[config.mk]
export PLATFORM = sky130hd
export DESIGN_NAME = mcu_address_map_decoder
export DESIGN_NICKNAME = d
export VERILOG_FILES = /design/src/rtl/addr_map_pkg.sv /design/src/rtl/mcu_address_map_decoder.sv
export SDC_FILE = /design/constraint.sdc
export NUM_CORES = 1
export LEC_CHECK = 0
export BUFFER_PORTS_ARGS = -buffer_cell sky130_fd_sc_hd__buf_2
export CELL_PAD_IN_SITES_DETAIL_PLACEMENT = 0
export CELL_PAD_IN_SITES_GLOBAL_PLACEMENT = 1
export CORE_ASPECT_RATIO = 0.7
export CORE_MARGIN = 3
export CORE_UTILIZATION = 30
export DETAILED_ROUTE_END_ITERATION = 16
export GPL_ROUTABILITY_DRIVEN = 0
export PLACE_DENSITY_LB_ADDON = 0.1
export SLEW_MARGIN = 20
export SYNTH_ARGS = -nofsm -noshare
export SYNTH_HDL_FRONTEND = slang
export SYNTH_SLANG_ARGS = --single-unit
[constraint.sdc]
create_clock -name clk_sys -period 6.9 [get_ports clk_sys]
set_input_delay 2.07 -clock clk_sys [delete_from_list [all_inputs] [get_ports clk_sys]]
set_output_delay 2.07 -clock clk_sys [all_outputs]
set_load 0.05 [all_outputs]
[src/rtl/addr_map_pkg.sv]
// Package with address map constants and carrier types for the decoder
package addr_map_pkg;

  // Address width and region boundaries
  localparam int ADDR_W = 32;
  localparam logic [31:0] USER_LAST = 32'h7FFF_FFFF;
  localparam logic [31:0] BOOT_FIRST = 32'h8000_0000;
  localparam logic [31:0] BOOT_LAST = 32'hBFFF_FFFF;
  localparam logic [31:0] SYS_FIRST = 32'hC000_0000;

  // ROM/external region 0x0000_0000..0x007F_FFFF, real part 4 MB
  localparam logic [31:0] ROMEXT_LAST = 32'h007F_FFFF;
  localparam int ROMEXT_REAL_BITS = 22;
  localparam int MB_BITS = 20;
  localparam int ROMEXT_TOP_BIT = 23;

  // Internal ROM sizes in KB
  localparam int ROM_KB_512 = 512;
  localparam int ROM_KB_384 = 384;
  localparam int ROM_KB_256 = 256;
  localparam int KB_BITS = 10;

  // RAM/peripheral region 0x0080_0000..0x00FF_FFFF, real part 128 KB
  localparam logic [31:0] RAMSFR_FIRST = 32'h0080_0000;
  localparam logic [31:0] RAMSFR_LAST = 32'h00FF_FFFF;
  localparam int RAMSFR_REAL_BITS = 17;
  localparam logic [16:0] SFR_OFS_FIRST = 17'h0_0000;
  localparam logic [16:0] SFR_OFS_LAST = 17'h0_3FFF;
  localparam logic [16:0] RAM_OFS_FIRST = 17'h0_4000;
  localparam logic [16:0] RAM_OFS_LAST = 17'h0_7FFF;

  // 1 MB slice index inside the real 4 MB of the ROM/external region
  localparam logic [1:0] SLICE0 = 2'h0;
  localparam logic [1:0] SLICE1 = 2'h1;
  localparam logic [1:0] SLICE2 = 2'h2;
  localparam logic [1:0] SLICE3 = 2'h3;

  // Operating modes, pin pair {a,b}
  typedef enum logic [2:0] {
    MODE_SINGLE  = 3'h0,
    MODE_EXTEND  = 3'h1,
    MODE_PROC    = 3'h3,
    MODE_FLASH   = 3'h2,
    MODE_RESERVE = 3'h6
  } opMode_t;

  // Region codes, binary encoded; selOneHot carries the one-hot select
  typedef enum logic [3:0] {
    REG_NONE = 4'h0,
    REG_ROM  = 4'h1,
    REG_RAM  = 4'h2,
    REG_SFR  = 4'h3,
    REG_EXT0 = 4'h4,
    REG_EXT1 = 4'h5,
    REG_BOOT = 4'h6,
    REG_SYS  = 4'h7,
    REG_HOLE = 4'h8
  } region_t;

  // CPU request carrier
  typedef struct packed {
    logic valid;
    logic [31:0] addr;
  } busReq_t;

  // Decode result carrier
  typedef struct packed {
    logic valid;
    region_t region;
    logic [31:0] addr;
    logic [31:0] localAddr;
    logic [6:0] selOneHot;
    logic ghost;
  } decodeRes_t;

endpackage

[src/rtl/mcu_address_map_decoder.sv]
// Registered address map decoder with strapped operating mode
`timescale 1ns/10ps
// Contract
// - Every address is a flat 32-bit value, no banks or segments.
// - 0x0000_0000..0x7FFF_FFFF is user space.
// - 0x8000_0000..0xBFFF_FFFF is boot-program space.
// - Mode pins: 00 single, 01 extension, 10 processor, 11 reserved.
// - Processor mode needs flash pin low; high gives flash rewrite mode.
// - Only ROM and external areas move with mode; rest is fixed.
// - ROM/external region is 8 MB; upper 4 MB ghosts the lower 4 MB.
// - Internal ROM starts at zero, 512, 384 or 256 KB long.
// - ROM start holds exception vectors then the interrupt vector table.
// - External windows and selects only in extension or processor mode.
// - Chip select low outputs follow the first and second windows.
// - Extension mode: window one 0x10_0000, window two 0x20_0000, 1 MB.
// - Extension mode: 0x30_0000..0x3F_FFFF ghosts window two.
// - Processor mode: window one at zero, window two 0x20_0000, 1 MB.
// - Processor mode: 0x10_0000 ghosts window one, 0x30_0000 window two.
// - RAM/peripheral region 8 MB; first 128 KB repeats every 128 KB.
// - 0x0080_4000..0x0080_7FFF is the 16 KB internal RAM, all modes.
// - Block from 0x0080_0000 below RAM is the peripheral register area.
module mcu_address_map_decoder #(
  parameter int ROM_KB = 512
) (
  input wire logic clk_sys,
  input wire logic rst,
  input wire logic modeSelectPinA,
  input wire logic modeSelectPinB,
  input wire logic flashProgramPin,
  input wire addr_map_pkg::busReq_t cpuReq,
  output addr_map_pkg::decodeRes_t decodeOut,
  output logic extWindowFirstLowN,
  output logic extWindowSecondLowN,
  output addr_map_pkg::opMode_t modeOut,
  output logic reservedModeErr
);
  import addr_map_pkg::*;

  // ===========================================================
  // State
  localparam logic [31:0] ROM_BYTES =
    32'(ROM_KB) << KB_BITS;

  typedef struct packed {
    logic [2:0] pinSync1;
    logic [2:0] pinSync2;
    opMode_t mode;
    logic modeErr;
    decodeRes_t res;
    logic cs0LowN;
    logic cs1LowN;
  } state_t;

  state_t state_r;
  state_t state_nxt;

  // ===========================================================
  // Mode and address decode
  opMode_t modeNow;
  logic extOn;
  logic [1:0] slice;
  logic [31:0] romOfs;
  logic [16:0] ramOfs;
  decodeRes_t resNow;

  always_comb begin
    // Mode from synchronised pins; {a,b,flash}
    case (state_r.pinSync2[2:1])
      2'h0: modeNow = MODE_SINGLE;
      2'h1: modeNow = MODE_EXTEND;
      2'h2: modeNow = state_r.pinSync2[0] ? MODE_FLASH : MODE_PROC;
      default: modeNow = MODE_RESERVE;
    endcase
  end

  always_comb begin
    extOn = (state_r.mode == MODE_EXTEND) ||
            (state_r.mode == MODE_PROC);
    slice = cpuReq.addr[ROMEXT_REAL_BITS-1:MB_BITS];
    romOfs = {10'h000, cpuReq.addr[ROMEXT_REAL_BITS-1:0]};
    ramOfs = cpuReq.addr[RAMSFR_REAL_BITS-1:0];
    resNow = '0;
    resNow.valid = cpuReq.valid;
    resNow.addr = cpuReq.addr;
    resNow.region = REG_HOLE;
    resNow.localAddr = cpuReq.addr;
    if (cpuReq.addr >= SYS_FIRST) begin
      resNow.region = REG_SYS;
    end else if (cpuReq.addr >= BOOT_FIRST) begin
      resNow.region = REG_BOOT;
      resNow.localAddr = cpuReq.addr - BOOT_FIRST;
    end else if (cpuReq.addr <= ROMEXT_LAST) begin
      resNow.ghost = cpuReq.addr[ROMEXT_TOP_BIT-1];
      resNow.localAddr = romOfs;
      if (extOn && state_r.mode == MODE_EXTEND &&
          slice == SLICE1) begin
        resNow.region = REG_EXT0;
        resNow.localAddr = {12'h000, cpuReq.addr[MB_BITS-1:0]};
      end else if (extOn && state_r.mode == MODE_PROC &&
                   (slice == SLICE0 || slice == SLICE1)) begin
        resNow.region = REG_EXT0;
        resNow.ghost = resNow.ghost || (slice == SLICE1);
        resNow.localAddr = {12'h000, cpuReq.addr[MB_BITS-1:0]};
      end else if (extOn && (slice == SLICE2 || slice == SLICE3)) begin
        resNow.region = REG_EXT1;
        resNow.ghost = resNow.ghost || (slice == SLICE3);
        resNow.localAddr = {12'h000, cpuReq.addr[MB_BITS-1:0]};
      end else if (romOfs < ROM_BYTES) begin
        resNow.region = REG_ROM;
      end
    end else if (cpuReq.addr <= RAMSFR_LAST) begin
      resNow.ghost = (cpuReq.addr[ROMEXT_TOP_BIT-1:RAMSFR_REAL_BITS] != '0);
      resNow.localAddr = {15'h0000, ramOfs};
      if (ramOfs >= RAM_OFS_FIRST && ramOfs <= RAM_OFS_LAST) begin
        resNow.region = REG_RAM;
        resNow.localAddr = {15'h0000, ramOfs - RAM_OFS_FIRST};
      end else if (ramOfs <= SFR_OFS_LAST) begin
        resNow.region = REG_SFR;
      end
    end
    if (!cpuReq.valid) begin
      resNow.region = REG_NONE;
    end
    case (resNow.region)
      REG_ROM: resNow.selOneHot = 7'h01;
      REG_RAM: resNow.selOneHot = 7'h02;
      REG_SFR: resNow.selOneHot = 7'h04;
      REG_EXT0: resNow.selOneHot = 7'h08;
      REG_EXT1: resNow.selOneHot = 7'h10;
      REG_BOOT: resNow.selOneHot = 7'h20;
      REG_SYS: resNow.selOneHot = 7'h40;
      default: resNow.selOneHot = 7'h00;
    endcase
  end

  always_comb begin
    state_nxt = state_r;
    state_nxt.pinSync1 = {modeSelectPinA, modeSelectPinB, flashProgramPin};
    state_nxt.pinSync2 = state_r.pinSync1;
    state_nxt.mode = modeNow;
    state_nxt.modeErr = (modeNow == MODE_RESERVE);
    state_nxt.res = resNow;
    state_nxt.cs0LowN = !(resNow.region == REG_EXT0);
    state_nxt.cs1LowN = !(resNow.region == REG_EXT1);
  end

  always_ff @(posedge clk_sys or posedge rst) begin
    if (rst) begin
      state_r <= '0;
      state_r.mode <= MODE_SINGLE;
      state_r.res.region <= REG_NONE;
      state_r.cs0LowN <= 1'b1;
      state_r.cs1LowN <= 1'b1;
    end else begin
      state_r <= state_nxt;
    end
  end

  // ===========================================================
  // Outputs
  assign decodeOut = state_r.res;
  assign extWindowFirstLowN = state_r.cs0LowN;
  assign extWindowSecondLowN = state_r.cs1LowN;
  assign modeOut = state_r.mode;
  assign reservedModeErr = state_r.modeErr;

  // ===========================================================
  // Assertions
  property p_user_space;
    @(posedge clk_sys) disable iff (rst)
    cpuReq.valid && cpuReq.addr <= USER_LAST |=>
      decodeOut.region != REG_BOOT && decodeOut.region != REG_SYS;
  endproperty
  a_user_space: assert property (p_user_space)
    else $error("user address left user space");

  property p_boot;
    @(posedge clk_sys) disable iff (rst)
    cpuReq.valid && cpuReq.addr >= BOOT_FIRST && cpuReq.addr <= BOOT_LAST
      |=> decodeOut.region == REG_BOOT;
  endproperty
  a_boot: assert property (p_boot)
    else $error("boot address not decoded as boot");

  property p_single_noext;
    @(posedge clk_sys) disable iff (rst)
    modeOut == MODE_SINGLE |=> extWindowFirstLowN && extWindowSecondLowN;
  endproperty
  a_single_noext: assert property (p_single_noext)
    else $error("chip select in single-chip mode");

  property p_proc_mode;
    @(posedge clk_sys) disable iff (rst)
    modeSelectPinA && !modeSelectPinB && !flashProgramPin
      |-> ##3 modeOut == MODE_PROC;
  endproperty
  a_proc_mode: assert property (p_proc_mode)
    else $error("processor mode not reached");

  property p_cs_match;
    @(posedge clk_sys) disable iff (rst)
    !extWindowFirstLowN == (decodeOut.region == REG_EXT0) &&
    !extWindowSecondLowN == (decodeOut.region == REG_EXT1);
  endproperty
  a_cs_match: assert property (p_cs_match)
    else $error("chip select disagrees with region");

  property p_ext_win2;
    @(posedge clk_sys) disable iff (rst)
    cpuReq.valid && modeOut == MODE_EXTEND &&
      cpuReq.addr[31:MB_BITS] == 12'h003 |=> !extWindowSecondLowN;
  endproperty
  a_ext_win2: assert property (p_ext_win2)
    else $error("extension ghost of window two missed");

  property p_proc_win1;
    @(posedge clk_sys) disable iff (rst)
    cpuReq.valid && modeOut == MODE_PROC &&
      cpuReq.addr[31:MB_BITS] == 12'h000 |=> !extWindowFirstLowN;
  endproperty
  a_proc_win1: assert property (p_proc_win1)
    else $error("processor window one missed");

  property p_ram;
    @(posedge clk_sys) disable iff (rst)
    cpuReq.valid && cpuReq.addr[31:RAMSFR_REAL_BITS] == 15'h0040 &&
      cpuReq.addr[16:14] == 3'h1 |=> decodeOut.region == REG_RAM;
  endproperty
  a_ram: assert property (p_ram)
    else $error("internal RAM not selected");

  property p_onehot;
    @(posedge clk_sys) disable iff (rst)
    decodeOut.valid && decodeOut.region != REG_HOLE
      |-> $onehot(decodeOut.selOneHot);
  endproperty
  a_onehot: assert property (p_onehot)
    else $error("region select not exactly one");

  property p_mode_single;
    @(posedge clk_sys) disable iff (rst)
    !modeSelectPinA && !modeSelectPinB |-> ##3 modeOut == MODE_SINGLE;
  endproperty
  a_mode_single: assert property (p_mode_single)
    else $error("single-chip mode not reached");

  property p_mode_extend;
    @(posedge clk_sys) disable iff (rst)
    !modeSelectPinA && modeSelectPinB |-> ##3 modeOut == MODE_EXTEND;
  endproperty
  a_mode_extend: assert property (p_mode_extend)
    else $error("extension mode not reached");

  property p_flash_mode;
    @(posedge clk_sys) disable iff (rst)
    modeSelectPinA && !modeSelectPinB && flashProgramPin
      |-> ##3 modeOut == MODE_FLASH;
  endproperty
  a_flash_mode: assert property (p_flash_mode)
    else $error("flash rewrite mode not reached");

  property p_reserved;
    @(posedge clk_sys) disable iff (rst)
    modeSelectPinA && modeSelectPinB
      |-> ##3 reservedModeErr && modeOut == MODE_RESERVE;
  endproperty
  a_reserved: assert property (p_reserved)
    else $error("reserved pin setting not flagged");

  property p_noext_other;
    @(posedge clk_sys) disable iff (rst)
    modeOut == MODE_FLASH || modeOut == MODE_RESERVE
      |=> extWindowFirstLowN && extWindowSecondLowN;
  endproperty
  a_noext_other: assert property (p_noext_other)
    else $error("chip select outside extension modes");

  property p_ext_win1;
    @(posedge clk_sys) disable iff (rst)
    cpuReq.valid && modeOut == MODE_EXTEND &&
      cpuReq.addr[31:MB_BITS] == 12'h001 |=> !extWindowFirstLowN;
  endproperty
  a_ext_win1: assert property (p_ext_win1)
    else $error("extension window one missed");

  property p_proc_ghost;
    @(posedge clk_sys) disable iff (rst)
    cpuReq.valid && modeOut == MODE_PROC &&
      cpuReq.addr[31:MB_BITS] == 12'h001
      |=> !extWindowFirstLowN && decodeOut.ghost;
  endproperty
  a_proc_ghost: assert property (p_proc_ghost)
    else $error("processor ghost of window one missed");

  property p_rom_ghost;
    @(posedge clk_sys) disable iff (rst)
    cpuReq.valid && cpuReq.addr[31:ROMEXT_TOP_BIT] == 9'h000 &&
      cpuReq.addr[ROMEXT_TOP_BIT-1] |=> decodeOut.ghost;
  endproperty
  a_rom_ghost: assert property (p_rom_ghost)
    else $error("upper ROM half not marked as ghost");

  property p_rom_base;
    @(posedge clk_sys) disable iff (rst)
    cpuReq.valid && modeOut != MODE_PROC && cpuReq.addr < ROM_BYTES
      |=> decodeOut.region == REG_ROM;
  endproperty
  a_rom_base: assert property (p_rom_base)
    else $error("internal ROM not selected");

  property p_ram_repeat;
    @(posedge clk_sys) disable iff (rst)
    cpuReq.valid && cpuReq.addr[31:ROMEXT_TOP_BIT] == 9'h001 &&
      cpuReq.addr[16:14] == 3'h1 |=> decodeOut.region == REG_RAM;
  endproperty
  a_ram_repeat: assert property (p_ram_repeat)
    else $error("RAM repeat not selected");

  property p_sfr;
    @(posedge clk_sys) disable iff (rst)
    cpuReq.valid && cpuReq.addr[31:14] == 18'h0_0200
      |=> decodeOut.region == REG_SFR;
  endproperty
  a_sfr: assert property (p_sfr)
    else $error("peripheral register area not selected");

  property p_sys;
    @(posedge clk_sys) disable iff (rst)
    cpuReq.valid && cpuReq.addr >= SYS_FIRST
      |=> decodeOut.region == REG_SYS && decodeOut.selOneHot == 7'h40;
  endproperty
  a_sys: assert property (p_sys)
    else $error("system space not selected");

  property p_idle;
    @(posedge clk_sys) disable iff (rst)
    !cpuReq.valid |=> decodeOut.region == REG_NONE &&
      decodeOut.selOneHot == 7'h00 && extWindowFirstLowN &&
      extWindowSecondLowN;
  endproperty
  a_idle: assert property (p_idle)
    else $error("select seen without a request");

  c_ext0: cover property (@(posedge clk_sys) !extWindowFirstLowN);
  c_ext1: cover property (@(posedge clk_sys) !extWindowSecondLowN);
  c_ram_ghost: cover property (@(posedge clk_sys)
    decodeOut.region == REG_RAM && decodeOut.ghost);
  c_rom: cover property (@(posedge clk_sys) decodeOut.region == REG_ROM);
  c_proc_ghost: cover property (@(posedge clk_sys)
    modeOut == MODE_PROC && decodeOut.ghost && !extWindowFirstLowN);

endmodule

# --- Yosys cells after proc, flatten, opt, wreduce, memory -nomap -nowiden ---
# Cells that the tools add are included.
word_totals:
  regBits: 89
  wordCells: 82
classes:
  n_addsub: 2
  magnitude_cmp: 8
  eq_ne: 15
  n_mux: 29
  reduce_logical: 16
op_table:
  columns: ["operator", "count"]
  rows:
  - ["32-bit 2-to-1 mux", 4]
  - ["22-bit 2-to-1 mux", 3]
  - ["32-bit greater-or-equal comparator, second input constant", 2]
  - ["7-bit case mux with 7 select lines", 1]
  - ["4-bit 2-to-1 mux", 11]
  - ["32-bit by 23-bit <= comparator with 1-bit output, second input constant", 1]
  - ["32-bit by 24-bit <= comparator with 1-bit output, second input constant", 1]
  - ["32-bit subtractor, second input constant", 1]
  - ["22-bit by 20-bit < comparator with 1-bit output, second input constant", 1]
  - ["17-bit by 15-bit greater-or-equal comparator with 1-bit output, second input constant", 1]
  - ["17-bit by 14-bit <= comparator with 1-bit output, second input constant", 1]
  - ["17-bit by 15-bit <= comparator with 1-bit output, second input constant", 1]
  - ["17-bit 2-to-1 mux", 1]
  - ["17-bit by 15-bit subtractor with 17-bit output, second input constant", 1]
  - ["4-bit by 3-bit == test with 1-bit output, second input constant", 4]
  - ["3-bit case mux with 3 select lines", 1]
  - ["4-bit by 2-bit == test with 1-bit output, second input constant", 2]
  - ["1-bit 2-to-1 mux", 8]
  - ["2-bit == test, second input constant", 3]
  - ["1-bit logical AND", 6]
  - ["6-bit nonzero test", 1]
  - ["1-bit logical OR", 5]
  - ["2-bit by 1-bit == test with 1-bit output, second input constant", 2]
  - ["4-bit by 1-bit == test with 1-bit output, second input constant", 1]
  - ["5 further kinds", 7]

# --- Depth between registers and ports, before layout ---
# Gate-level depths: netlist of run 1.
depth:
  word_depth: 12
  ltp_mapped: 7

# --- Least setup slack after synthesis of run 1 ---
# OpenSTA, ideal clock, no wires.
synth_path:
  path_kind: "input-to-reg"
  startpoint: "input cpuReq[15] (netlist bit)"
  endpoint: "register state_r, in the netlist decodeOut[2]"
  arrival_time_ns: 3.626
  required_ns: 6.795
  path_slack_ns: 3.169
  stages: 7
  cell_sequence: "inv_1 > ha_1 > or4b_2 > o41ai_2 > and2b_2 > a2bb2oi_1 > nor4b_1"
synth_rtl:
  columns: ["item", "line", "text"]
  rows:
  - ["start, declared", "mcu_address_map_decoder.sv:30", "input wire addr_map_pkg::busReq_t cpuReq,"]
  - ["end signal, assigned", "mcu_address_map_decoder.sv:155", "state_r <= state_nxt;"]
  - ["end, declared", "mcu_address_map_decoder.sv:54", "state_t state_r;"]

==> summary.md, run 1 <==
| Metric | Value |
|---|---|
| Relative max-transition margin | 38.2% |
| Buffers added on ports | 120 |
| Critical path startpoint category | input pin |
| Commonest cells post-synth | sky130_fd_sc_hd__buf_4, sky130_fd_sc_hd__dfrtp_1, sky130_fd_sc_hd__clkbuf_1, sky130_fd_sc_hd__a21oi_1, sky130_fd_sc_hd__inv_1 |
| Residual overflow from global routing | 0 |
| CP bufs+invs | 1 |
| Highest Clock Rate | 244 MHz |
| Die Height | 90.8 um |
| Final TNS setup | 0 ns |
| WP data required | 7.16 ns |
| Status | completed |
| Count of max-cap constraint violations | 0 |
| Seq. cell area | 1850 sq um |
| Area share of and/or/nand/nor cells after synthesis | 9.21% |
| Antenna cell count | 0 |
| Combined area of all synthesized cells | 3080 sq um |
| Filler instances | 998 |
| Number of nets in the finished design | 333 |
| Critical Path End Type | register |
| Maximum clock path buffer count | 2 |
| Most numerous cell in the Yosys netlist | sky130_fd_sc_hd__buf_4 |
| Final hold viol count | 0 |
| Routed wirelength normalized by instance count | 14.9 um |
| Avg Cell Area, Syn | 12.3 sq um |
| Resized cells post-CTS | 0 |
| Flip-flop and latch count after synthesis | 74 |
| Post-synthesis cell type with the largest combined area | sky130_fd_sc_hd__dfrtp_1 |
| Via count of the first global-routing pass | 1793 |
| Largest fanout on the critical path | 11 |
| Synth Area in Compound Gates | 6.29% |
| Post-synthesis adder-cell area fraction | 1.22% |
| CTS clock-pin slew for the worst setup and hold paths | 0.05 ns |
| Total core area | 9830 sq um |
| Slowest-stage cell, CP | sky130_fd_sc_hd__nor4_1 |
| Synth async-reset ratio | 100% |
| TritonCTS clock tree | done |
| Number of levels in the clock H-tree | 3 |
| Final clock period utilization by the worst path | 59.3% |
| I/O Pins | 121 |
| Starting density of the core | 31.4% |
| Primary FF master, synth | sky130_fd_sc_hd__dfrtp_1 |
| Final antenna-violating net count | 0 |
| DRC viols | 0 |
| Unique masters post-synth | 43 |
| Leakage | 1.72 nW |
| Slew Limit Fails | 0 |
| Share of final-layout standard cells stronger than drive strength 1 | 49.7% |
| Global-route usage over all layers | 11.4% |
| Xor/xnor cell area share of the yosys netlist | 0% |
| RSZ-0062 raised after global routing | false |
| Routed via count divided by cell count | 4.11 |
| Number of DRC markers after the initial detailed-route iteration | 55 |
| Worst hold path type | reg -> reg |
| Number of failing setup endpoints in the final timing report | 0 |
| Number of buffers inserted to repair setup after CTS | 0 |
| Post-synth EDFFs | 0 |
| Post-synth net total | 292 |
| Largest family of logic cells by synthesized area | buffers and inverters |
| Post-Syn Instances | 251 |
| Share of synthesized area spent on multiplexers | 1.01% |
| Leading post-synthesis cells by cell area | sky130_fd_sc_hd__dfrtp_1, sky130_fd_sc_hd__buf_4, sky130_fd_sc_hd__dfstp_2, sky130_fd_sc_hd__ha_1, sky130_fd_sc_hd__a21oi_1 |
| P per Cell Area | 293 nW/um^2 |
| TritonRoute pass-1 iters | 4 |
| Die span in x | 127 um |
| Area used by multi-input combinational logic | 547 sq um |
| Final HPWL from detailed placement | 4660 um |
| Proportion of netlist area held by the largest area contributor | 58.4% |
| Final setup skew | 0.00400 ns |
| Wire length of the first global-routing pass | 9890 um |
| Initial antenna violation count | 0 |
| Row count | 30 |
| Critical path class | in -> reg |
| Maximum number of pins on one net before global-route repair | 75 |
| Signed area change from the synthesized netlist to the final layout | 11.8% |
| Warning count from the yosys run | 0 |
| Number of placed cells counting well taps | 409 |
| Sequential element share of the synthesized area | 60.1% |
| Number of standard cells in the final layout excluding fillers | 424 |
| Slew of the pin with the lowest slew margin | 0.927 ns |
| Data arrival, critical path | 4.35 ns |
| Post-route core utilization | 35.1% |
| Number of buffers added to fix hold violations after cts | 0 |
| Cell family with most CP delay | simple AND/OR/NAND/NOR gates |
| Root buffer selected by CTS | sky130_fd_sc_hd__clkbuf_16 |
| Period minus WS final | 4.09 ns |
| Source-to-sink clock delay at the later pin of the worst-skew pair | 0.33 ns |
| Wire length after detailed routing | 6330 um |
| Worst-case vdd ir drop | 0.140 mV |
| Cell Chain, Critical Path | buf_2, nor4_1, nand2_1, nor4_1, nand2_1, a21o_1 |
| Die area | 11600 sq um |
| Number of clock sinks seen by CTS | 74 |
| Max incr delay on CP | 0.70 ns |
| Number of buffers inserted during clock tree synthesis | 9 |
| Number of vias after detailed routing | 1741 |
[through the flow]
| step | cell area (sq um) | total power, mW | setup slack [ns] | hold WS [ns] |
|---|---|---|---|---|
| final | 3450 | 1.01 | 2.81 | 0.347 |
| after CTS | 3450 | 1.03 | 2.83 | 0.349 |
| after global placement | 3200 | 0.621 | 2.67 | 0.334 |
| after floorplan | 3080 | 0.606 | 2.95 | 0.331 |
| after global routing | 3450 | 1.06 | 2.56 | 0.351 |
| after detailed placement | 3200 | 0.621 | 2.48 | 0.336 |
[worst reg2reg max path: cells and delay by family (launching register included)]
family / cells / cell delay (ns)
flip-flops: 1 / 0.40
AO/OA/AOI/OAI: 3 / 0.80
AND/OR/NAND/NOR: 2 / 0.51
[sequential cells by signal (all words and copies together) (netlist names)]
signal	cells
decodeOut	63
state_r	3
modeOut	3
extWindowSecondLowN	1
state_nxt	3
extWindowFirstLowN	1
[layout make-up]
| cell class | instances | share of cell area [%] |
|---|---|---|
| inverters | 7 | 0.798 |
| multi-input cells | 79 | 15.9 |
| well taps | 128 | 4.64 |
| flip-flops and latches | 74 | 53.8 |
| clock buffers | 11 | 6.75 |
| repair buffers | 121 | 17.6 |
| clock inverters | 4 | 0.580 |
[layer usage]
metal / GRT usage [%] / part of all wire (%) / up-vias
li1: - / - / 828
met1: 16.0 / 48 / 832
met2: 14.5 / 40 / 74
met3: 6.44 / 9.9 / 7
met4: 4.02 / 1.4 / 0
met5: 0 / 0 / -
[power breakdown]
part | internal, mW | leakage [nW] | switching (mW)
Clock | 0.238 | 0.129 | 0.163
Combinational | 0.0309 | 0.704 | 0.120
Sequential | 0.454 | 0.886 | 0.00614
Total | 0.723 | 1.72 | 0.289
[kinds of logic (layout without fill, tap and decap cells)]
| family | count (synthesis) | in the layout |
|---|---|---|
| and+or+nand+nor | 48 | 48 |
| adders and majority gates | 3 | 3 |
| AOI/OAI and AO/OA | 25 | 25 |
| muxes | 3 | 3 |
| buffers and inverters | 98 | 143 |
| DFF | 74 | 74 |
[worst paths after layout]
check | slack [ns] | end | depth (start not counted) | start
max in group asynchronous | 4.27 | decodeOut[26] | 3 | rst
hold reg to reg | 0.35 | state_r[85] | 0 | state_nxt[85]
setup reg to reg | 5.09 | decodeOut[2] | 5 | modeOut[2]
setup / recovery | 2.81 | extWindowSecondLowN | 6 | cpuReq[31]
min in group asynchronous | 2.02 | decodeOut[59] | 3 | rst
hold / removal | 0.35 | state_r[85] | 0 | state_nxt[85]
[layout by cell type (no fill, tap or decap), types with 4 or more instances in the layout]
cell	Yosys	layout
sky130_fd_sc_hd__clkinv_2	0	5
sky130_fd_sc_hd__nor4_1	4	4
sky130_fd_sc_hd__a21oi_1	7	7
sky130_fd_sc_hd__and2_1	5	5
sky130_fd_sc_hd__dfrtp_1	72	72
sky130_fd_sc_hd__nor2_1	6	6
sky130_fd_sc_hd__buf_2	0	120
sky130_fd_sc_hd__nand2_1	6	6
sky130_fd_sc_hd__inv_1	7	6
sky130_fd_sc_hd__nor3_1	4	4
sky130_fd_sc_hd__clkbuf_16	0	9
No activity file was read; power rests on OpenSTA's default activity.
==> run 2: changes to the inputs <==
==> constraint.sdc (replaced) <==
create_clock -name clk_sys -period 4 [get_ports clk_sys]
set_input_delay 1.2 -clock clk_sys [delete_from_list [all_inputs] [get_ports clk_sys]]
set_output_delay 1.2 -clock clk_sys [all_outputs]
set_load 0.05 [all_outputs]
==> run 2 against run 1 <==
  * First-iteration DRC count is 20% higher
  * Total power is 82% higher
  * Clock-buffer cell count is 1 lower
  * Register-to-register slack worse by 2.9 ns
==> summary.md, run 2 (same netlist as run 1, synthesis figures left out) <==
| Metric | Value |
|---|---|
| Cell Chain, Critical Path | buf_2, inv_1, ha_1, or4b_2, o41ai_2, a2111o_1, nor4b_1 |
| Worst hold path type | reg -> reg |
| Die span in x | 127 um |
| RSZ-0062 raised after global routing | false |
| Number of DRC markers after the initial detailed-route iteration | 66 |
| Root buffer selected by CTS | sky130_fd_sc_hd__clkbuf_16 |
| Final setup skew | 0.00472 ns |
| Row count | 30 |
| Final antenna-violating net count | 0 |
| Number of clock sinks seen by CTS | 74 |
| Buffers added on ports | 120 |
| Flip-flop count of the largest register after layout | 63 |
| Seq. cell area | 1850 sq um |
| Global-route usage over all layers | 11.5% |
| Worst-case register-to-register setup slack | 2.21 ns |
| Count of max-cap constraint violations | 0 |
| CTS clock-pin slew for the worst setup and hold paths | 0.06 ns |
| Number of buffers inserted during clock tree synthesis | 9 |
| Worst Min Path Start | state_nxt[84] |
| Post-route worst hold slack | 0.347 ns |
| Final hold viol count | 0 |
| TritonRoute pass-1 iters | 4 |
| Critical path startpoint category | input pin |
| Relative max-transition margin | 53.5% |
| Worst-case vdd ir drop | 0.265 mV |
| Number of levels in the clock H-tree | 3 |
| Starting density of the core | 31.4% |
| Slew of the pin with the lowest slew margin | 0.691 ns |
| Final clock period utilization by the worst path | 72.9% |
| End point of the most critical hold path | state_r[84] |
| Antenna cell count | 0 |
| Status | completed |
| Number of nets in the finished design | 335 |
| Resized cells post-CTS | 0 |
| CP bufs+invs | 2 |
| Capture point of the worst reg-to-reg path | decodeOut[2] |
| Total Power | 1.84 mW |
| Leakage | 1.74 nW |
| Final TNS setup | 0 ns |
| Critical Path End Type | register |
| P per Cell Area | 525 nW/um^2 |
| Maximum number of pins on one net before global-route repair | 64 |
| Slowest-stage cell, CP | sky130_fd_sc_hd__or4b_2 |
| Number of vias after detailed routing | 1773 |
| Hold Path Cell Cnt | 0 |
| Source-to-sink clock delay at the later pin of the worst-skew pair | 0.33 ns |
| Die Height | 90.8 um |
| DRC viols | 0 |
| Maximum clock path buffer count | 2 |
| Number of buffers added to fix hold violations after cts | 0 |
| Initial antenna violation count | 0 |
| I/O Pins | 121 |
| Final HPWL from detailed placement | 4750 um |
| Wire length after detailed routing | 6370 um |
| Residual overflow from global routing | 0 |
| Cell family with most CP delay | simple AND/OR/NAND/NOR gates |
| Data arrival, critical path | 3.13 ns |
| Number of buffers inserted to repair setup after CTS | 0 |
| Area used by multi-input combinational logic | 547 sq um |
| Most used cells in the layout excluding fill and tap cells | sky130_fd_sc_hd__buf_2, sky130_fd_sc_hd__dfrtp_1, sky130_fd_sc_hd__clkbuf_16 |
| Wire length of the first global-routing pass | 10000 um |
| Routed wirelength normalized by instance count | 14.9 um |
| Total core area | 9830 sq um |
| WP data required | 4.22 ns |
| Filler instances | 1033 |
| TritonCTS clock tree | done |
| Signed area change from the synthesized netlist to the final layout | 13.9% |
| Share of final-layout standard cells stronger than drive strength 1 | 50.5% |
| Period minus WS final | 2.91 ns |
| Die area | 11600 sq um |
| Worst flop-to-flop path startpoint | modeOut[2] |
| Routed via count divided by cell count | 4.15 |
| Leading cell type in the layout, fill and taps excluded | sky130_fd_sc_hd__buf_2 |
| Number of failing setup endpoints in the final timing report | 0 |
| FF-to-FF path depth | 5 |
| Max incr delay on CP | 0.60 ns |
| Highest Clock Rate | 343 MHz |
| Largest fanout on the critical path | 5 |
| Via count of the first global-routing pass | 1823 |
| Critical path class | in -> reg |
| Slew Limit Fails | 0 |
-- run 2: metrics by stage --
stage,instances,utilization (%),setup slack [ns],instance area (sq um)
floorplan,251,-,0.922,3080
global placement,411,32.7,0.797,3210
detailed placement,411,32.7,0.774,3220
CTS,427,35.7,1.09,3510
global route,427,35.7,0.894,3510
finish,427,35.7,1.09,3510
-- run 2: worst max path at each step --
stage	to	depth (start not counted)	startpoint
floorplan	decodeOut[0]	1	rst
global placement	decodeOut[2]	7	cpuReq[15]
detailed placement	decodeOut[2]	7	cpuReq[15]
CTS	decodeOut[2]	7	cpuReq[15]
global route	decodeOut[2]	8	cpuReq[15]
finish	decodeOut[2]	7	cpuReq[15]
-- run 2: layer usage --
layer,part of all wire (%),global-route usage (%),wire [um]
met4,1.4,4.02,90
met2,40,15.0,2520
met3,12,7.27,733
met1,48,15.4,3030
met5,0,0,0
-- run 2: where the power goes --
part	total (mW)	internal, mW	switching [mW]	leakage (nW)
clock network	0.788	0.483	0.304	0.139
registers	0.793	0.783	0.0107	0.886
logic	0.261	0.0538	0.208	0.714
-- run 2: final cells by class --
cell class                      count  area share [%]
Clock buffer                       10            6.52
Clock inverter                      6            1.92
Inverter                            7           0.891
Multi-Input combinational cell     79            15.6
Sequential cell                    74            52.8
Tap cell                          128            4.56
Timing Repair Buffer              123            17.7
==> run 3: changes to the inputs <==
--- a/config.mk
+++ b/config.mk
@@ -5,6 +5,7 @@
 export SDC_FILE = /design/constraint.sdc
 export NUM_CORES = 1
 export LEC_CHECK = 0
+export ABC_AREA = 1
 export BUFFER_PORTS_ARGS = -buffer_cell sky130_fd_sc_hd__buf_2
 export CELL_PAD_IN_SITES_DETAIL_PLACEMENT = 0
 export CELL_PAD_IN_SITES_GLOBAL_PLACEMENT = 1
==> constraint.sdc (replaced) <==
create_clock -name clk_sys -period 2.88 [get_ports clk_sys]
set_input_delay 0.864 -clock clk_sys [delete_from_list [all_inputs] [get_ports clk_sys]]
set_output_delay 0.864 -clock clk_sys [all_outputs]
set_load 0.05 [all_outputs]
==> run 3 against run 2 <==
  * Hold slack better by 0.0017 ns
  * Clock-buffer cell count is 1 lower
  * Sequential cell count unchanged
  * Clock power up 48%
  * Area after synthesis rose by 3.2%
  * Critical path depth rose by 8
  * Synthesized cell count is 20% higher
  * Worst setup slack worse by 0.25 ns
  * Critical path type unchanged
  * Clock skew is 0.0014 ns higher
==> summary.md, run 3 <==
| Metric | Value |
|---|---|
| Most used cells in the layout excluding fill and tap cells | sky130_fd_sc_hd__buf_2, sky130_fd_sc_hd__dfrtp_1, sky130_fd_sc_hd__nor2_1 |
| Total core area | 10000 sq um |
| Commonest cells post-synth | sky130_fd_sc_hd__buf_4, sky130_fd_sc_hd__dfrtp_1, sky130_fd_sc_hd__nor2_1, sky130_fd_sc_hd__inv_1, sky130_fd_sc_hd__nand2_1 |
| Relative max-transition margin | 67.0% |
| Logic gate share of total power | 14.8% |
| Flip-flop count of the largest register after layout | 63 |
| Leading cell type in the layout, fill and taps excluded | sky130_fd_sc_hd__buf_2 |
| Source-to-sink clock delay at the later pin of the worst-skew pair | 0.33 ns |
| Warning count from the yosys run | 0 |
| TritonCTS clock tree | done |
| Data arrival, critical path | 2.29 ns |
| Worst-case vdd ir drop | 0.264 mV |
| Routed via count divided by cell count | 4.00 |
| Flip-flop and latch count after synthesis | 74 |
| Worst setup path startpoint | cpuReq[15] |
| Final hold viol count | 0 |
| Most numerous cell in the Yosys netlist | sky130_fd_sc_hd__buf_4 |
| Largest family of logic cells by synthesized area | buffers and inverters |
| Synth async-reset ratio | 100% |
| Number of nets in the finished design | 387 |
| Worst Min Path Start | state_nxt[85] |
| Final clock period utilization by the worst path | 71.0% |
| Final design area excluding fillers | 3650 sq um |
| Row count | 30 |
| Avg Cell Area, Syn | 10.6 sq um |
| Proportion of netlist area held by the largest area contributor | 56.6% |
| Post-synth net total | 342 |
| Residual overflow from global routing | 0 |
| Number of DRC markers after the initial detailed-route iteration | 66 |
| Maximum clock path buffer count | 2 |
| Starting density of the core | 31.8% |
| Number of buffers inserted during clock tree synthesis | 9 |
| P_int | 1.93 mW |
| Status | completed |
| Critical path class | in -> reg |
| Critical Path End Type | register |
| Worst flop-to-flop path startpoint | modeOut[2] |
| Wire length after detailed routing | 6530 um |
| Die Height | 92.2 um |
| Unique masters post-synth | 27 |
| Routed wirelength normalized by instance count | 13.6 um |
| Reg power frac | 41.4% |
| Number of vias after detailed routing | 1917 |
| Primary FF master, synth | sky130_fd_sc_hd__dfrtp_1 |
| Number of buffers added to fix hold violations after cts | 0 |
| Die span in x | 129 um |
| Count of max-cap constraint violations | 0 |
| Die area | 11900 sq um |
| Number of clock sinks seen by CTS | 74 |
| Synth Area in Compound Gates | 2.75% |
| Cell area reported after detailed placement | 3330 sq um |
| Slew of the pin with the lowest slew margin | 0.495 ns |
| CTS clock-pin slew for the worst setup and hold paths | 0.06 ns |
| Switch Pwr | 0.747 mW |
| Resized cells post-CTS | 0 |
| TritonRoute pass-1 iters | 4 |
| Final setup skew | 0.00614 ns |
| Number of levels in the clock H-tree | 3 |
| Share of total power consumed by net switching | 27.9% |
| Final TNS setup | 0 ns |
| Share of final-layout standard cells stronger than drive strength 1 | 47.9% |
| Highest Clock Rate | 489 MHz |
| Maximum number of pins on one net before global-route repair | 39 |
| P per Cell Area | 732 nW/um^2 |
| Global-route usage over all layers | 11.7% |
| Period minus WS final | 2.04 ns |
| Number of failing setup endpoints in the final timing report | 0 |
| Post-synthesis cell type with the largest combined area | sky130_fd_sc_hd__dfrtp_1 |
| Critical path startpoint category | input pin |
| Buffers added on ports | 120 |
| Post-Syn Instances | 301 |
| WP data required | 3.13 ns |
| Worst hold path type | reg -> reg |
| Post-synth EDFFs | 0 |
| Number of buffers inserted to repair setup after CTS | 0 |
| Wire length of the first global-routing pass | 10500 um |
| Worst Setup Slack post-DPL | 0.510 ns |
| Post-synthesis adder-cell area fraction | 1.18% |
| Final HPWL from detailed placement | 5020 um |
| Area share of and/or/nand/nor cells after synthesis | 14.5% |
| Initial antenna violation count | 0 |
| Antenna cell count | 0 |
| Signed area change from the synthesized netlist to the final layout | 14.6% |
| Combined area of all synthesized cells | 3180 sq um |
| Largest fanout on the critical path | 5 |
| Share of synthesized area spent on multiplexers | 0% |
| Xor/xnor cell area share of the yosys netlist | 0% |
| Leakage | 1.92 nW |
| Final antenna-violating net count | 0 |
| Slew Limit Fails | 0 |
| Clock power share | 43.9% |
| I/O Pins | 121 |
| Via count of the first global-routing pass | 1996 |
| DRC viols | 0 |
| Worst-case setup margin in the final layout | 0.835 ns |
| Leading post-synthesis cells by cell area | sky130_fd_sc_hd__dfrtp_1, sky130_fd_sc_hd__buf_4, sky130_fd_sc_hd__nor2_1, sky130_fd_sc_hd__inv_1, sky130_fd_sc_hd__nand2_1 |
| Sequential element share of the synthesized area | 58.2% |
| Root buffer selected by CTS | sky130_fd_sc_hd__clkbuf_16 |
| RSZ-0062 raised after global routing | false |
-- run 3: changes by cell type in the layout (fill, tap and decap cells not counted), moves of 4 or more --
cell	previous run	this run
sky130_fd_sc_hd__o21ai_0	1	6
sky130_fd_sc_hd__a21oi_1	7	3
sky130_fd_sc_hd__nor2_1	6	34
sky130_fd_sc_hd__nor4_1	4	0
sky130_fd_sc_hd__nand2_2	0	9
sky130_fd_sc_hd__nand2_1	6	21
sky130_fd_sc_hd__inv_1	6	24
sky130_fd_sc_hd__nand3_1	3	11
sky130_fd_sc_hd__and2_1	5	0
-- run 3: final timing paths --
kind                                      end  cells past startpoint  slack, ns
min in group asynchronous       decodeOut[56]                      3       0.63
max in group asynchronous  extWindowFirstLowN                      3       1.85
max                              decodeOut[6]                     15       0.84
min                               state_r[85]                      0       0.35
max reg2reg                      decodeOut[2]                      8       1.08
min reg2reg                       state_r[85]                      0       0.35
-- run 3: per-stage QoR --
| stage | std cells | power, mW | hold WS, ns | util (%) |
|---|---|---|---|---|
| after floorplan | 301 | 1.48 | 0.331 | - |
| after global placement | 463 | 1.52 | 0.332 | 33.2 |
| after detailed placement | 463 | 1.52 | 0.335 | 33.2 |
| after CTS | 479 | 2.73 | 0.351 | 36.4 |
| after global routing | 479 | 2.80 | 0.351 | 36.4 |
| final | 479 | 2.67 | 0.348 | 36.4 |
-- run 3: per-layer routing --
layer	wire, um	part of all wire, %	global-route usage [%]
met2	2700	41	15.9
met3	427	6.5	4.19
met4	74	1.1	4.72
met5	0	0	0
met1	3320	51	16.5
-- run 3: critical path, stage by stage --
cell and delay (ns):
sky130_fd_sc_hd__buf_2 0.13, sky130_fd_sc_hd__inv_1 0.10, sky130_fd_sc_hd__ha_1 0.18, sky130_fd_sc_hd__inv_1 0.04
sky130_fd_sc_hd__nor2_1 0.08, sky130_fd_sc_hd__nand4_1 0.11, sky130_fd_sc_hd__o21ai_2 0.17, sky130_fd_sc_hd__nand2_2 0.08
sky130_fd_sc_hd__nand2_1 0.07, sky130_fd_sc_hd__nand2_1 0.06, sky130_fd_sc_hd__nand2_2 0.09, sky130_fd_sc_hd__nand2_4 0.07
sky130_fd_sc_hd__nand2_2 0.08, sky130_fd_sc_hd__nand2_2 0.05, sky130_fd_sc_hd__nor2_1 0.11
-- run 3: power by group through the flow --
stage / Combinational [mW] / Sequential [mW] / Clock, mW
CTS: 0.401 / 1.11 / 1.22
floorplan: 0.355 / 1.13 / 0
global placement: 0.401 / 1.12 / 0
finish: 0.394 / 1.11 / 1.17
global route: 0.423 / 1.11 / 1.27
detailed placement: 0.400 / 1.12 / 0
-- run 3: final cells by class --
class,instances,area (sq um)
well taps,128,160
multi-input cells,110,586
fillers,1032,6370
clock inverters,7,93.8
repair buffers,122,616
clock buffers,9,225
flip-flops and latches,74,1850
inverters,29,115
-- run 3: cell families after synthesis --
| group | Yosys count |
|---|---|
| fa+ha+maj | 3 |
| flops | 74 |
| compound gates | 14 |
| simple gates | 93 |
| buf+inv | 117 |
